**src/hdl/evmon_defs.vh**
```
// Constants for the event priority and validity monitor: register map, fields, timing.
// Assumes a single 200 MHz clock and a 32-bit AXI4-Lite register bus.
`ifndef EVMON_DEFS_VH
`define EVMON_DEFS_VH
// ********************
// Register byte offsets
// ********************
`define REG_CTRL            8'h00
`define REG_FREEZE_INTERVAL 8'h04
`define REG_SET_PERIOD      8'h08
`define REG_CHECK_INTERVAL  8'h0C
`define REG_FAIL_THRESHOLD  8'h10
`define REG_PRIO_MAP        8'h14
`define REG_IRQ_STATUS      8'h18
`define REG_IRQ_CLEAR       8'h1C
`define REG_IRQ_ENABLE      8'h20
`define REG_POINT_MONITORED 8'h24
`define REG_FLAG_CLEAR      8'h28
`define REG_FLAGS           8'h2C
`define REG_INVALID         8'h30
`define REG_QUEUE_STATUS    8'h34
// ********************
// Fields and reset values
// ********************
`define CTRL_PRIO_EN      0
`define CTRL_START_LSB    1
`define CTRL_START_MSB    2
`define START_NOT_USED    2'h0
`define IRQ_FREEZE        0
`define IRQ_WENT_INVALID  1
`define IRQ_OVERFLOW      2
`define IRQ_WENT_VALID    3
`define IRQ_BITS          4
`define PRIO_MAP_RESET    24'hFAC688
`define RESP_OKAY         2'h0
`define RESP_SLVERR       2'h2
// ********************
// Timing
// ********************
`define SECOND_NS         1000000000
`define CLK_PERIOD_NS     5
`endif

```
**src/hdl/event_priority_validity_monitor.v**
```verilog
// Event priority scheduler, counter freeze timer and invalid-flag monitor with an AXI4-Lite
// register file. Assumes event and flag-clear inputs come from logic on the same clock.
//
// What this block does
// Freeze interval 0..65535 s; periodic freeze when start type and interval set.
// Priority ordering applies only while the priority-queue enable is set.
// Software gives each data type a distinct priority index 0..7.
// Smaller priority index is more urgent; 0 most, 7 least.
// All pending events of a more urgent queue go out before less urgent ones.
// Each queue has its own buffer; a starved queue may overflow and drop.
// Each data type holds its own independent priority setting.
// Every set period (1..65535 s) sets flags of all monitored points.
// At each check interval, failure count rises for points with flag set.
// Count reaching threshold marks point invalid in replies.
// Flag found clear before threshold resets count and reports valid.
// Any of set period, check interval, threshold zero disables checking.
// Points with zero flag address are excluded from set, check and report.
// The application writes flags and clears valid ones often enough.
// Software should make set period well above check interval times threshold.
// Checks run every check interval, 1..65535 s, on monitored points.
// All second periods derive from one one-second tick after reset.
`timescale 1ns/1ps
`default_nettype none
`include "evmon_defs.vh"
module event_priority_validity_monitor #(
    parameter NUM_POINTS  = 8,
    parameter QUEUE_DEPTH = 16,
    parameter TICK_CYCLES = `SECOND_NS / `CLK_PERIOD_NS
) (
    // Clock and reset
    input  wire                  aclk,
    input  wire                  aresetn,
    // AXI4-Lite slave
    input  wire [7:0]            s_axi_awaddr,
    input  wire                  s_axi_awvalid,
    output reg                   s_axi_awready,
    input  wire [31:0]           s_axi_wdata,
    input  wire [3:0]            s_axi_wstrb,
    input  wire                  s_axi_wvalid,
    output reg                   s_axi_wready,
    output reg  [1:0]            s_axi_bresp,
    output reg                   s_axi_bvalid,
    input  wire                  s_axi_bready,
    input  wire [7:0]            s_axi_araddr,
    input  wire                  s_axi_arvalid,
    output reg                   s_axi_arready,
    output reg  [31:0]           s_axi_rdata,
    output reg  [1:0]            s_axi_rresp,
    output reg                   s_axi_rvalid,
    input  wire                  s_axi_rready,
    // Data-change events, one pulse per event, one bit per data type
    input  wire [7:0]            event_in,
    // Report port toward the master side
    output reg                   report_valid_q,
    output reg  [2:0]            report_type_q,
    input  wire                  report_ready,
    // Application clears of point flags
    input  wire [NUM_POINTS-1:0] flag_clear,
    // Status toward the master side
    output reg  [NUM_POINTS-1:0] point_invalid_q,
    output reg                   freeze_periodic_q,
    output reg                   freeze_pulse_q,
    output reg                   irq_q
);
    localparam CW = $clog2(QUEUE_DEPTH + 1);
    localparam TW = $clog2(TICK_CYCLES + 1);

    // ********************
    // Registers
    // ********************
    reg [2:0]             ctrl_q;
    reg [15:0]            freeze_interval_q;
    reg [15:0]            set_period_q;
    reg [15:0]            check_interval_q;
    reg [15:0]            fail_threshold_q;
    reg [23:0]            prio_map_q;
    reg [`IRQ_BITS-1:0]   irq_status_q;
    reg [`IRQ_BITS-1:0]   irq_enable_q;
    reg [NUM_POINTS-1:0]  monitored_q;
    reg [NUM_POINTS-1:0]  flag_q;
    reg                   aw_held_q;
    reg                   w_held_q;
    reg [7:0]             awaddr_q;
    reg [31:0]            wdata_q;
    reg [3:0]             wstrb_q;

    wire aw_take = s_axi_awvalid & s_axi_awready;
    wire w_take  = s_axi_wvalid & s_axi_wready;
    wire wr_go   = aw_held_q & w_held_q & ~s_axi_bvalid;
    wire [31:0] wmask = {{8{wstrb_q[3]}}, {8{wstrb_q[2]}}, {8{wstrb_q[1]}}, {8{wstrb_q[0]}}};
    wire [31:0] wval = wdata_q & wmask;

    // ********************
    // One-second tick and period timers
    // ********************
    reg [TW-1:0] tick_cnt_q;
    reg          tick_q;
    reg [15:0]   freeze_cnt_q;
    reg [15:0]   set_cnt_q;
    reg [15:0]   check_cnt_q;
    wire         tick_end = (tick_cnt_q == TICK_CYCLES[TW-1:0] - 1'b1);

    wire checking  = (set_period_q != 16'h0000) & (check_interval_q != 16'h0000)
                   & (fail_threshold_q != 16'h0000);
    wire periodic  = (ctrl_q[`CTRL_START_MSB:`CTRL_START_LSB] != `START_NOT_USED)
                   & (freeze_interval_q != 16'h0000);
    wire set_now   = checking & tick_q & (set_cnt_q == set_period_q - 16'h0001);
    wire check_now = checking & tick_q & (check_cnt_q == check_interval_q - 16'h0001);

    always @(posedge aclk) begin
        if (!aresetn) begin
            tick_cnt_q        <= {TW{1'b0}};
            tick_q            <= 1'b0;
            freeze_cnt_q      <= 16'h0000;
            set_cnt_q         <= 16'h0000;
            check_cnt_q       <= 16'h0000;
            freeze_periodic_q <= 1'b0;
            freeze_pulse_q    <= 1'b0;
        end else begin
            tick_q     <= tick_end;
            tick_cnt_q <= tick_end ? {TW{1'b0}} : tick_cnt_q + 1'b1;
            freeze_periodic_q <= periodic;
            freeze_pulse_q    <= 1'b0;
            if (!periodic) begin
                freeze_cnt_q <= 16'h0000;
            end else if (tick_q) begin
                if (freeze_cnt_q == freeze_interval_q - 16'h0001) begin
                    freeze_cnt_q   <= 16'h0000;
                    freeze_pulse_q <= 1'b1;
                end else begin
                    freeze_cnt_q <= freeze_cnt_q + 16'h0001;
                end
            end
            // A live retune may stretch one interval; cheaper than a second comparator.
            if (!checking) begin
                set_cnt_q   <= 16'h0000;
                check_cnt_q <= 16'h0000;
            end else if (tick_q) begin
                set_cnt_q   <= set_now ? 16'h0000 : set_cnt_q + 16'h0001;
                check_cnt_q <= check_now ? 16'h0000 : check_cnt_q + 16'h0001;
            end
        end
    end

    // ********************
    // Per-point validity monitor
    // ********************
    wire [NUM_POINTS-1:0] went_invalid;
    wire [NUM_POINTS-1:0] went_valid;
    wire [NUM_POINTS-1:0] sw_clear = (wr_go & (awaddr_q == `REG_FLAG_CLEAR))
                                   ? wval[NUM_POINTS-1:0] : {NUM_POINTS{1'b0}};
    genvar p;
    generate
        for (p = 0; p < NUM_POINTS; p = p + 1) begin : g_point
            reg [15:0] fail_cnt_q;
            wire mon = checking & monitored_q[p];
            assign went_invalid[p] = mon & check_now & flag_q[p] & ~point_invalid_q[p]
                                   & (fail_cnt_q + 16'h0001 == fail_threshold_q);
            assign went_valid[p]   = mon & check_now & ~flag_q[p] & point_invalid_q[p];
            always @(posedge aclk) begin
                if (!aresetn) begin
                    flag_q[p]          <= 1'b0;
                    fail_cnt_q         <= 16'h0000;
                    point_invalid_q[p] <= 1'b0;
                end else begin
                    // The periodic set wins over a clear landing in the same cycle.
                    if (mon & set_now) begin
                        flag_q[p] <= 1'b1;
                    end else if (flag_clear[p] | sw_clear[p]) begin
                        flag_q[p] <= 1'b0;
                    end
                    if (!mon) begin
                        fail_cnt_q         <= 16'h0000;
                        point_invalid_q[p] <= 1'b0;
                    end else if (check_now) begin
                        if (flag_q[p]) begin
                            if (fail_cnt_q != fail_threshold_q) begin
                                fail_cnt_q <= fail_cnt_q + 16'h0001;
                            end
                            if (fail_cnt_q + 16'h0001 >= fail_threshold_q) begin
                                point_invalid_q[p] <= 1'b1;
                            end
                        end else begin
                            fail_cnt_q         <= 16'h0000;
                            point_invalid_q[p] <= 1'b0;
                        end
                    end
                end
            end
        end
    endgenerate

    // ********************
    // Priority queues, one pending counter per queue
    // ********************
    wire [7:0] q_hit [0:7];
    wire [7:0] q_busy;
    wire [7:0] q_over;
    wire [7:0] q_avail;
    reg  [2:0] rr_q;
    reg  [2:0] pick;
    reg        pick_ok;
    reg  [3:0] k;
    wire       pop = report_valid_q & report_ready;
    genvar q;
    generate
        for (q = 0; q < 8; q = q + 1) begin : g_queue
            reg [CW-1:0] pend_q;
            // Queue q takes the types mapped to it, or type q when ordering is off.
            genvar t;
            for (t = 0; t < 8; t = t + 1) begin : g_map
                assign q_hit[q][t] = event_in[t] & (ctrl_q[`CTRL_PRIO_EN]
                                   ? (prio_map_q[3*t+2:3*t] == q) : (t == q));
            end
            wire push = |q_hit[q];
            wire take = pop & (report_type_q == q);
            assign q_busy[q] = (pend_q != {CW{1'b0}});
            assign q_avail[q] = q_busy[q]
                              & ~(take & ~push & (pend_q == {{(CW-1){1'b0}}, 1'b1}));
            assign q_over[q] = push & ~take & (pend_q == QUEUE_DEPTH[CW-1:0]);
            always @(posedge aclk) begin
                if (!aresetn) begin
                    pend_q <= {CW{1'b0}};
                end else if (push & ~take & ~q_over[q]) begin
                    pend_q <= pend_q + 1'b1;
                end else if (take & ~push) begin
                    pend_q <= pend_q - 1'b1;
                end
            end
        end
    endgenerate

    // With ordering off a rotating pointer gives no queue lasting precedence.
    always @* begin
        pick    = 3'h0;
        pick_ok = 1'b0;
        for (k = 4'h0; k < 4'h8; k = k + 4'h1) begin
            if (ctrl_q[`CTRL_PRIO_EN]) begin
                if (!pick_ok && q_avail[k[2:0]]) begin
                    pick    = k[2:0];
                    pick_ok = 1'b1;
                end
            end else if (!pick_ok && q_avail[rr_q + k[2:0]]) begin
                pick    = rr_q + k[2:0];
                pick_ok = 1'b1;
            end
        end
    end

    // A queue whose last event is being taken is not offered again.
    always @(posedge aclk) begin
        if (!aresetn) begin
            report_valid_q <= 1'b0;
            report_type_q  <= 3'h0;
            rr_q           <= 3'h0;
        end else if (!report_valid_q || pop) begin
            report_valid_q <= pick_ok;
            report_type_q  <= pick;
            if (pick_ok) begin
                rr_q <= pick + 3'h1;
            end
        end
    end

    // ********************
    // Interrupts
    // ********************
    wire [`IRQ_BITS-1:0] irq_set = {|went_valid, |q_over, |went_invalid, freeze_pulse_q};
    wire [`IRQ_BITS-1:0] irq_clr = (wr_go & (awaddr_q == `REG_IRQ_CLEAR))
                                 ? wval[`IRQ_BITS-1:0] : {`IRQ_BITS{1'b0}};
    always @(posedge aclk) begin
        if (!aresetn) begin
            irq_status_q <= {`IRQ_BITS{1'b0}};
            irq_q        <= 1'b0;
        end else begin
            irq_status_q <= (irq_status_q & ~irq_clr) | irq_set;
            irq_q        <= |(irq_status_q & irq_enable_q);
        end
    end

    // ********************
    // AXI4-Lite write side
    // ********************
    always @(posedge aclk) begin
        if (!aresetn) begin
            aw_held_q         <= 1'b0;
            w_held_q          <= 1'b0;
            awaddr_q          <= 8'h00;
            wdata_q           <= 32'h0000_0000;
            wstrb_q           <= 4'h0;
            s_axi_awready     <= 1'b0;
            s_axi_wready      <= 1'b0;
            s_axi_bvalid      <= 1'b0;
            s_axi_bresp       <= `RESP_OKAY;
            ctrl_q            <= 3'h0;
            freeze_interval_q <= 16'h0000;
            set_period_q      <= 16'h0000;
            check_interval_q  <= 16'h0000;
            fail_threshold_q  <= 16'h0000;
            prio_map_q        <= `PRIO_MAP_RESET;
            irq_enable_q      <= {`IRQ_BITS{1'b0}};
            monitored_q       <= {NUM_POINTS{1'b0}};
        end else begin
            s_axi_awready <= ~aw_held_q & ~aw_take & ~s_axi_bvalid;
            s_axi_wready  <= ~w_held_q & ~w_take & ~s_axi_bvalid;
            if (aw_take) begin
                aw_held_q <= 1'b1;
                awaddr_q  <= s_axi_awaddr;
            end
            if (w_take) begin
                w_held_q <= 1'b1;
                wdata_q  <= s_axi_wdata;
                wstrb_q  <= s_axi_wstrb;
            end
            if (wr_go) begin
                aw_held_q    <= 1'b0;
                w_held_q     <= 1'b0;
                s_axi_bvalid <= 1'b1;
                s_axi_bresp  <= `RESP_OKAY;
                case (awaddr_q)
                    `REG_CTRL:            ctrl_q <= (ctrl_q & ~wmask[2:0]) | wval[2:0];
                    `REG_FREEZE_INTERVAL: freeze_interval_q <= (freeze_interval_q
                                          & ~wmask[15:0]) | wval[15:0];
                    `REG_SET_PERIOD:      set_period_q <= (set_period_q & ~wmask[15:0])
                                          | wval[15:0];
                    `REG_CHECK_INTERVAL:  check_interval_q <= (check_interval_q
                                          & ~wmask[15:0]) | wval[15:0];
                    `REG_FAIL_THRESHOLD:  fail_threshold_q <= (fail_threshold_q
                                          & ~wmask[15:0]) | wval[15:0];
                    `REG_PRIO_MAP:        prio_map_q <= (prio_map_q & ~wmask[23:0])
                                          | wval[23:0];
                    `REG_IRQ_ENABLE:      irq_enable_q <= wval[`IRQ_BITS-1:0];
                    `REG_POINT_MONITORED: monitored_q <= wval[NUM_POINTS-1:0];
                    `REG_IRQ_CLEAR, `REG_FLAG_CLEAR: s_axi_bresp <= `RESP_OKAY;
                    default:              s_axi_bresp <= `RESP_SLVERR;
                endcase
            end else if (s_axi_bvalid && s_axi_bready) begin
                s_axi_bvalid <= 1'b0;
            end
        end
    end

    // ********************
    // AXI4-Lite read side
    // ********************
    always @(posedge aclk) begin
        if (!aresetn) begin
            s_axi_arready <= 1'b0;
            s_axi_rvalid  <= 1'b0;
            s_axi_rdata   <= 32'h0000_0000;
            s_axi_rresp   <= `RESP_OKAY;
        end else begin
            s_axi_arready <= ~s_axi_rvalid & ~(s_axi_arvalid & s_axi_arready);
            if (s_axi_arvalid && s_axi_arready) begin
                s_axi_rvalid <= 1'b1;
                s_axi_rresp  <= `RESP_OKAY;
                case (s_axi_araddr)
                    `REG_CTRL:            s_axi_rdata <= {29'h0, ctrl_q};
                    `REG_FREEZE_INTERVAL: s_axi_rdata <= {16'h0000, freeze_interval_q};
                    `REG_SET_PERIOD:      s_axi_rdata <= {16'h0000, set_period_q};
                    `REG_CHECK_INTERVAL:  s_axi_rdata <= {16'h0000, check_interval_q};
                    `REG_FAIL_THRESHOLD:  s_axi_rdata <= {16'h0000, fail_threshold_q};
                    `REG_PRIO_MAP:        s_axi_rdata <= {8'h00, prio_map_q};
                    `REG_IRQ_STATUS:      s_axi_rdata <= {{(32-`IRQ_BITS){1'b0}}, irq_status_q};
                    `REG_IRQ_ENABLE:      s_axi_rdata <= {{(32-`IRQ_BITS){1'b0}}, irq_enable_q};
                    `REG_POINT_MONITORED: s_axi_rdata <= {{(32-NUM_POINTS){1'b0}}, monitored_q};
                    `REG_FLAGS:           s_axi_rdata <= {{(32-NUM_POINTS){1'b0}}, flag_q};
                    `REG_INVALID:         s_axi_rdata <= {{(32-NUM_POINTS){1'b0}},
                                                          point_invalid_q};
                    `REG_QUEUE_STATUS:    s_axi_rdata <= {15'h0000, checking, q_over, q_busy};
                    `REG_IRQ_CLEAR, `REG_FLAG_CLEAR: s_axi_rdata <= 32'h0000_0000;
                    default: begin
                        s_axi_rdata <= 32'h0000_0000;
                        s_axi_rresp <= `RESP_SLVERR;
                    end
                endcase
            end else if (s_axi_rvalid && s_axi_rready) begin
                s_axi_rvalid <= 1'b0;
            end
        end
    end
endmodule // event_priority_validity_monitor
`default_nettype wire

```
**config.mk**
```make
export PLATFORM = sky130hd
export DESIGN_NAME = event_priority_validity_monitor
export DESIGN_NICKNAME = d
export VERILOG_FILES = /design/src/hdl/event_priority_validity_monitor.v
export VERILOG_INCLUDE_DIRS = /design/src /design/src/hdl
export SDC_FILE = /design/constraint.sdc
export NUM_CORES = 2
export LEC_CHECK = 0
export ABC_CLOCK_PERIOD_IN_PS = 5800
export BUFFER_PORTS_ARGS = -buffer_cell sky130_fd_sc_hd__buf_2
export CORE_MARGIN = 3
export CORE_UTILIZATION = 63
export DETAILED_ROUTE_END_ITERATION = 12
export GPL_TIMING_DRIVEN = 0
export PLACE_DENSITY = 0.81
export SETUP_SLACK_MARGIN = 0.2
export SYNTH_ARGS = -nofsm -noshare
export SYNTH_HDL_FRONTEND = slang
export SYNTH_SLANG_ARGS = --single-unit
```
**constraint.sdc**
```tcl
create_clock -name aclk -period 5.8 [get_ports aclk]
set_input_delay 1.16 -clock aclk [delete_from_list [all_inputs] [get_ports aclk]]
set_output_delay 1.16 -clock aclk [all_outputs]
set_load 0.01 [all_outputs]
```
* Word level (Yosys, flattened, before mapping)
Cells that the tools add are included.
W data, S select, Z words.
** Cells by class
- $add $sub $neg :: 39
- Magnitude comparators :: 16
- Equality and inequality tests :: 137
- Mux-type cells :: 204
- Bitwise operators :: 287
- Reduce and logical (&&, ||, !) cells :: 120
** Operator list (number)
- $mux W16 :: 19
- $pmux W24 S12 :: 1
- $and A1 B1 Y1 :: 203
- $add A16 B1 Y16 const B :: 11
- $eq A16 B16 Y1 :: 11
- $mux W1 :: 133
- $ge A16 B16 Y1 :: 8
- $ne A16 B16 Y1 :: 8
- $eq A3 B3 Y1 const B :: 36
- $reduce_or A8 Y1 :: 11
- $mux W5 :: 16
- $eq A8 B6 Y1 const B :: 9
- $reduce_and A2 Y1 :: 35
- $mux W3 :: 23
- $and A16 B16 Y16 :: 4
- $or A16 B16 Y16 :: 4
- $reduce_bool A16 Y1 :: 4
- $eq A8 B5 Y1 const B :: 7
- $not A1 Y1 :: 56
- $eq A3 B2 Y1 const B :: 18
- $and A24 B24 Y24 :: 2
- $sub A16 B1 Y16 const B :: 3
- $add A5 B1 Y5 const B :: 8
- $eq A5 B1 Y1 const B :: 8
- other kinds (38) :: 165
** Word-level totals
- Register bits :: 456
- Input bits :: 76
- Output and inout bits :: 56
- Word-level logic and storage cells :: 868

* Logic depth before layout (Yosys ltp)
- Depth after elaboration :: 42
- Gate-level depth with buffers :: 18
- Mapped depth without buffers :: 18

* Worst setup path before layout
No wires, ideal clock.
- Path type :: input to register
- Start point :: input port event_in[0]
- End point :: register rr_q[2]
- Setup time :: 0.080 ns
- Arrival :: 4.961 ns
- Data required time :: 5.720 ns
- Slack :: 0.759 ns
- Stages :: 17
- Buffers on the path :: 1
- Cell sequence :: clkbuf_1 and4bb_2 nor4_4 a211oi_2 or4_4 nor3_4 a2111oi_1 o31a_1 or3_1 o2111a_1 o32a_1 o31a_1 ha_1 nor2_1 nand2_1 mux2_1 o211ai_1
** On the way
- Longest elaborated chain between the ends :: 40
- Elaborated cells between the ends (all ways) :: 142
- Classes of those cells :: add/sub (1); mux (63); bitwise (48); reduce/logical (30)
** Ends and longest elaborated chain
- start, declared :: line event_priority_validity_monitor.v:52 : input wire [7:0] event_in,
- $and A1 B1 Y1 :: line event_priority_validity_monitor.v:212 : assign q_hit[q][t] = event_in[t] & (ctrl_q[`CTRL_PRIO_EN]
- $reduce_or A8 Y1 :: line event_priority_validity_monitor.v:215 : wire push = |q_hit[q];
- $not A1 Y1 :: line event_priority_validity_monitor.v:219 : & ~(take & ~push & (pend_q == {{(CW-1){1'b0}}, 1'b1}));
- $and A1 B1 Y1 (2 in series) :: line event_priority_validity_monitor.v:219
- $not A1 Y1 :: line event_priority_validity_monitor.v:219
- $and A1 B1 Y1 :: line event_priority_validity_monitor.v:219
- $bmux W1 S3 :: line event_priority_validity_monitor.v:243 : end else if (!pick_ok && q_avail[rr_q + k[2:0]]) begin
- $mux W1 (not written as such) :: line event_priority_validity_monitor.v:243
- [24 not listed]
- $mux W1 (on tied branches) :: line event_priority_validity_monitor.v:243, event_priority_validity_monitor.v:239
- $mux W1 :: line event_priority_validity_monitor.v:238 : if (ctrl_q[`CTRL_PRIO_EN]) begin
- $logic_not A1 Y1 :: line event_priority_validity_monitor.v:239, event_priority_validity_monitor.v:243
- $logic_and A1 B1 Y1 (on tied branches) :: line event_priority_validity_monitor.v:243, event_priority_validity_monitor.v:239
- $mux W3 (on tied branches) :: line event_priority_validity_monitor.v:243, event_priority_validity_monitor.v:239
- $mux W3 (*) :: line event_priority_validity_monitor.v:238
- net pick[0] :: line event_priority_validity_monitor.v:201 : reg [2:0] pick;
- $add A3 B1 Y3 (*) :: line event_priority_validity_monitor.v:260 : rr_q <= pick + 3'h1;
- end signal, assigned :: line event_priority_validity_monitor.v:260
- end, declared :: line event_priority_validity_monitor.v:200 : reg [2:0] rr_q;
The timed path passes the listed nets; every way through them passes the cells marked *. The select of a mux whose other input is x is not followed.
A chain may end at the register's enable or synchronous reset.

* Worst setup path after layout
Same ends and word-level chain as after synthesis.

==> flow_summary_export.csv <==
group,metric,value,unit
run_status,status,"finished, violations left",
run_status,violations,"capacitance limit, slew limit",
sta,worstMarginPinSlew,1.63,ns
pwr,p_int,0.00563,W
sta,drv_slew,11,
global_route,grt_pass1_wl,154,mm
drt,ant_nets,0,
global_route,gr-usage-met3,0.0930,
cts,cts-buffers-inserted,49,
global_route,grt.met2_usage,0.583,
layout,n_antenna_cell,0,
yosys,netlist.area_leader.share,0.302,
sta,fin_hold_ws,0.455,ns
cts,cts_max_level,2,
pwr,fin_total_pwr,0.00820,W
worst_hold_path,hold_start,"awaddr_q[7]",
sta,setup_slack,0.436,ns
yosys,yosysSeqAreaShare,0.302,
pwr,seqPwrFrac,0.391,
yosys,synth.largest_area_cell,"dfxtp_1",
sta,rsz0062_at_grt,"no",
drt,drc_errors,0,
global_route,grt_pass1_vias,27100,
yosys,ys_warn_count,0,
yosys,async_flop_share,0,
cts,clockBufferDepth,3,
placed_design,hpwl,73.5,mm
drt,vias_per_cell,6.44,
worst_setup_path,cp_max_fo,9,
global_route,grt_use_met1,0.517,
global_route,grt_usage,0.391,
yosys,ys_ff_latch,446,
die,start_util,0.644,
cts,cts_tree,"done",
die,ios,132,
yosys,yosysUniqueCellTypes,99,
pwr,p_leak,12.5,nW
sta,relSlewSlack,-0.0883,
global_route,grt_max_degree,15,
yosys,synth_common_cells,"nand2_1, dfxtp_1, nor2_1",
worst_hold_path,hold_class,"reg -> reg",
die,dieArea,0.0495,sq mm
global_route,overflow,0,
pwr,p_sw_frac,0.314,
drt,vias,29700,
cts,clock_latency,0.63,ns
pwr,power.share.clock,0.397,
global_route,antenna_found_initial,2,
yosys,avgSynthCellArea,7.76,sq um
drt,drt-pass1-iter-count,9,
yosys,yosys-top-cells-area,"dfxtp_1, ha_1, nand2_1, xnor2_1, nor2_1",
worst_setup_path,cp-end-kind,"flip-flop",
worst_setup_path,cp.arrival,5.90,ns
worst_setup_path,cp.required,6.34,ns
yosys,synth_top_flop_cell,"dfxtp_1",
die,die_h,223,um
cts,clockRootBuffer,"clkbuf_16",
pwr,peakVddDrop,0.289,mV
placed_design,pre_cts_slack,-0.317,ns
sta,skew,0.0235,ns
sta,layout_min_cycle_time,5.36,ns
worst_setup_path,worstRegToRegCells,13,
yosys,mappedNetlistArea,0.0295,sq mm
pwr,power_density,252,mW/mm^2
pwr,p_comb_frac,0.212,
sta,hold_viol,0,
worst_setup_path,criticalPathCategory,"in -> reg",
drt,wirelength,101,mm
run,cap_viol_max_count,1,
drt,drt-wirelength-per-cell,21.9,um
sta,clock.fmax,186,MHz
layout,area_growth,10.3,%
cts,clk_pin_slew,0.06,ns
worst_setup_path,rrSetupSlack,0.54,ns
worst_setup_path,startpoint,"event_in[0]",
pwr,power.switching,0.00257,W
die,coreArea,0.0459,sq mm
worst_hold_path,hold_path_depth,2,
die,die_w,223,um
layout,drive_gt1_frac,0.0829,
yosys,syn_inst,3806,
layout,final_util,0.710,
yosys,synth_most_common_cell,"nand2_1",
cts,cts.sinks,446,
layout,nets,4224,
placed_design,place.gp.congestion,1.04,
drt,drt_iter0_drc,3835,
yosys,synth_edf_count,0,
worst_setup_path,cp-start-kind,"input port",
sta,period_share,0.925,
placed_design,io_buffers,111,
global_route,grt_busiest_layer,"met2",
cts,post_cts_buffers,0,
sta,setup_violations,0,
die,rows,78,
## critical path: stages
cell,delay [ns]
clkbuf_1,0.24
and4bb_2,0.33
nor4_4,0.34
a211oi_2,0.17
nor4_2,0.61
o22ai_1,0.17
and4bb_2,0.43
o2111ai_2,0.24
a2111oi_2,0.55
a221oi_1,0.17
o32a_1,0.32
o31a_1,0.32
ha_1,0.20
nor2_1,0.16
nand2_1,0.08
mux2_1,0.31
o211ai_1,0.09
## cell families after synthesis
family / Yosys count / share of synthesized area
AO/OA/AOI/OAI: 775 / 0.172
XOR/XNOR: 340 / 0.101
adder cells (fa/ha/maj): 171 / 0.0724
buffers and inverters: 271 / 0.0369
flip-flops: 446 / 0.302
multiplexers: 71 / 0.0246
other: 1 / 0.000127
AND/OR/NAND/NOR: 1731 / 0.291
## layer usage
| metal | share of wire | routed length [um] | vias up |
|---|---|---|---|
| li1 | - | - | 13900 |
| met4 | 0.071 | 7170 | 2 |
| met1 | 0.40 | 40000 | 13700 |
| met3 | 0.12 | 11800 | 421 |
| met5 | 0.00013 | 13 | - |
| met2 | 0.42 | 42100 | 1695 |
## through the flow
| step | area, sq um | instances | TNS (ns) |
|---|---|---|---|
| 2_1_floorplan | 29600 | 3815 | 0 |
| 3_3_place_gp | 30900 | 4526 | -0.345 |
| 3_5_place_dp | 30900 | 4526 | -0.368 |
| 4_1_cts | 32500 | 4616 | 0 |
| 5_1_grt | 32600 | 4616 | 0 |
| 6_report | 32600 | 4616 | 0 |
## worst paths after layout
check / to
max: rr_q[2]
max reg2reg: g_point[0].fail_cnt_q[7]
min reg2reg: awaddr_q[7]
min: awaddr_q[7]
## area by class of cell
class / count / area, sq um
clock inverters: 29 / 323
fillers: 3873 / 13300
repair buffers: 111 / 556
flip-flops and latches: 446 / 8930
multi-input cells: 3098 / 19600
well taps: 600 / 751
plain buffers: 199 / 822
clock buffers: 61 / 1330
inverters: 72 / 270
## placed cells by master, fill, tap and decap left out, drive strengths merged, types with 18 or more instances in the layout
cell type  synthesis  routed
inv               70      73
clkinv             2      18
dfxtp            446     446
a21o              18      18
xor2             120     120
nand4            107     107
or2               53      53
a22o              28      28
nand4b            24      24
clkbuf           141     204
nor3              62      62
nor4              33      33
a21oi            232     232
o211ai            20      20
and2              20      20
ha               171     171
xnor2            220     220
nand2b            96      96
nand3            136     136
o21ai            173     173
mux2i             66      66
o21a              33      33
buf               58     167
nor3b             18      18
nor2b             45      45
nor2             416     416
or3               33      33
nand2            527     527
a22oi             98      98
nand3b            19      19
and3              68      68
## power groups by stage
stage | clock network (W) | registers, W | logic (W)
after floorplan | 0 | 0.00324 | 0.00122
after global placement | 0 | 0.00326 | 0.00166
after detailed placement | 0 | 0.00327 | 0.00165
after CTS | 0.00326 | 0.00320 | 0.00166
after global routing | 0.00339 | 0.00321 | 0.00186
final | 0.00326 | 0.00320 | 0.00174
## what timing repair did
item | in CTS | in global routing
setup endpoints to repair | 0 | 2
resized for setup | 0 | 5
hold buffers | 0 | 0
(Power assumes the default switching activity.)
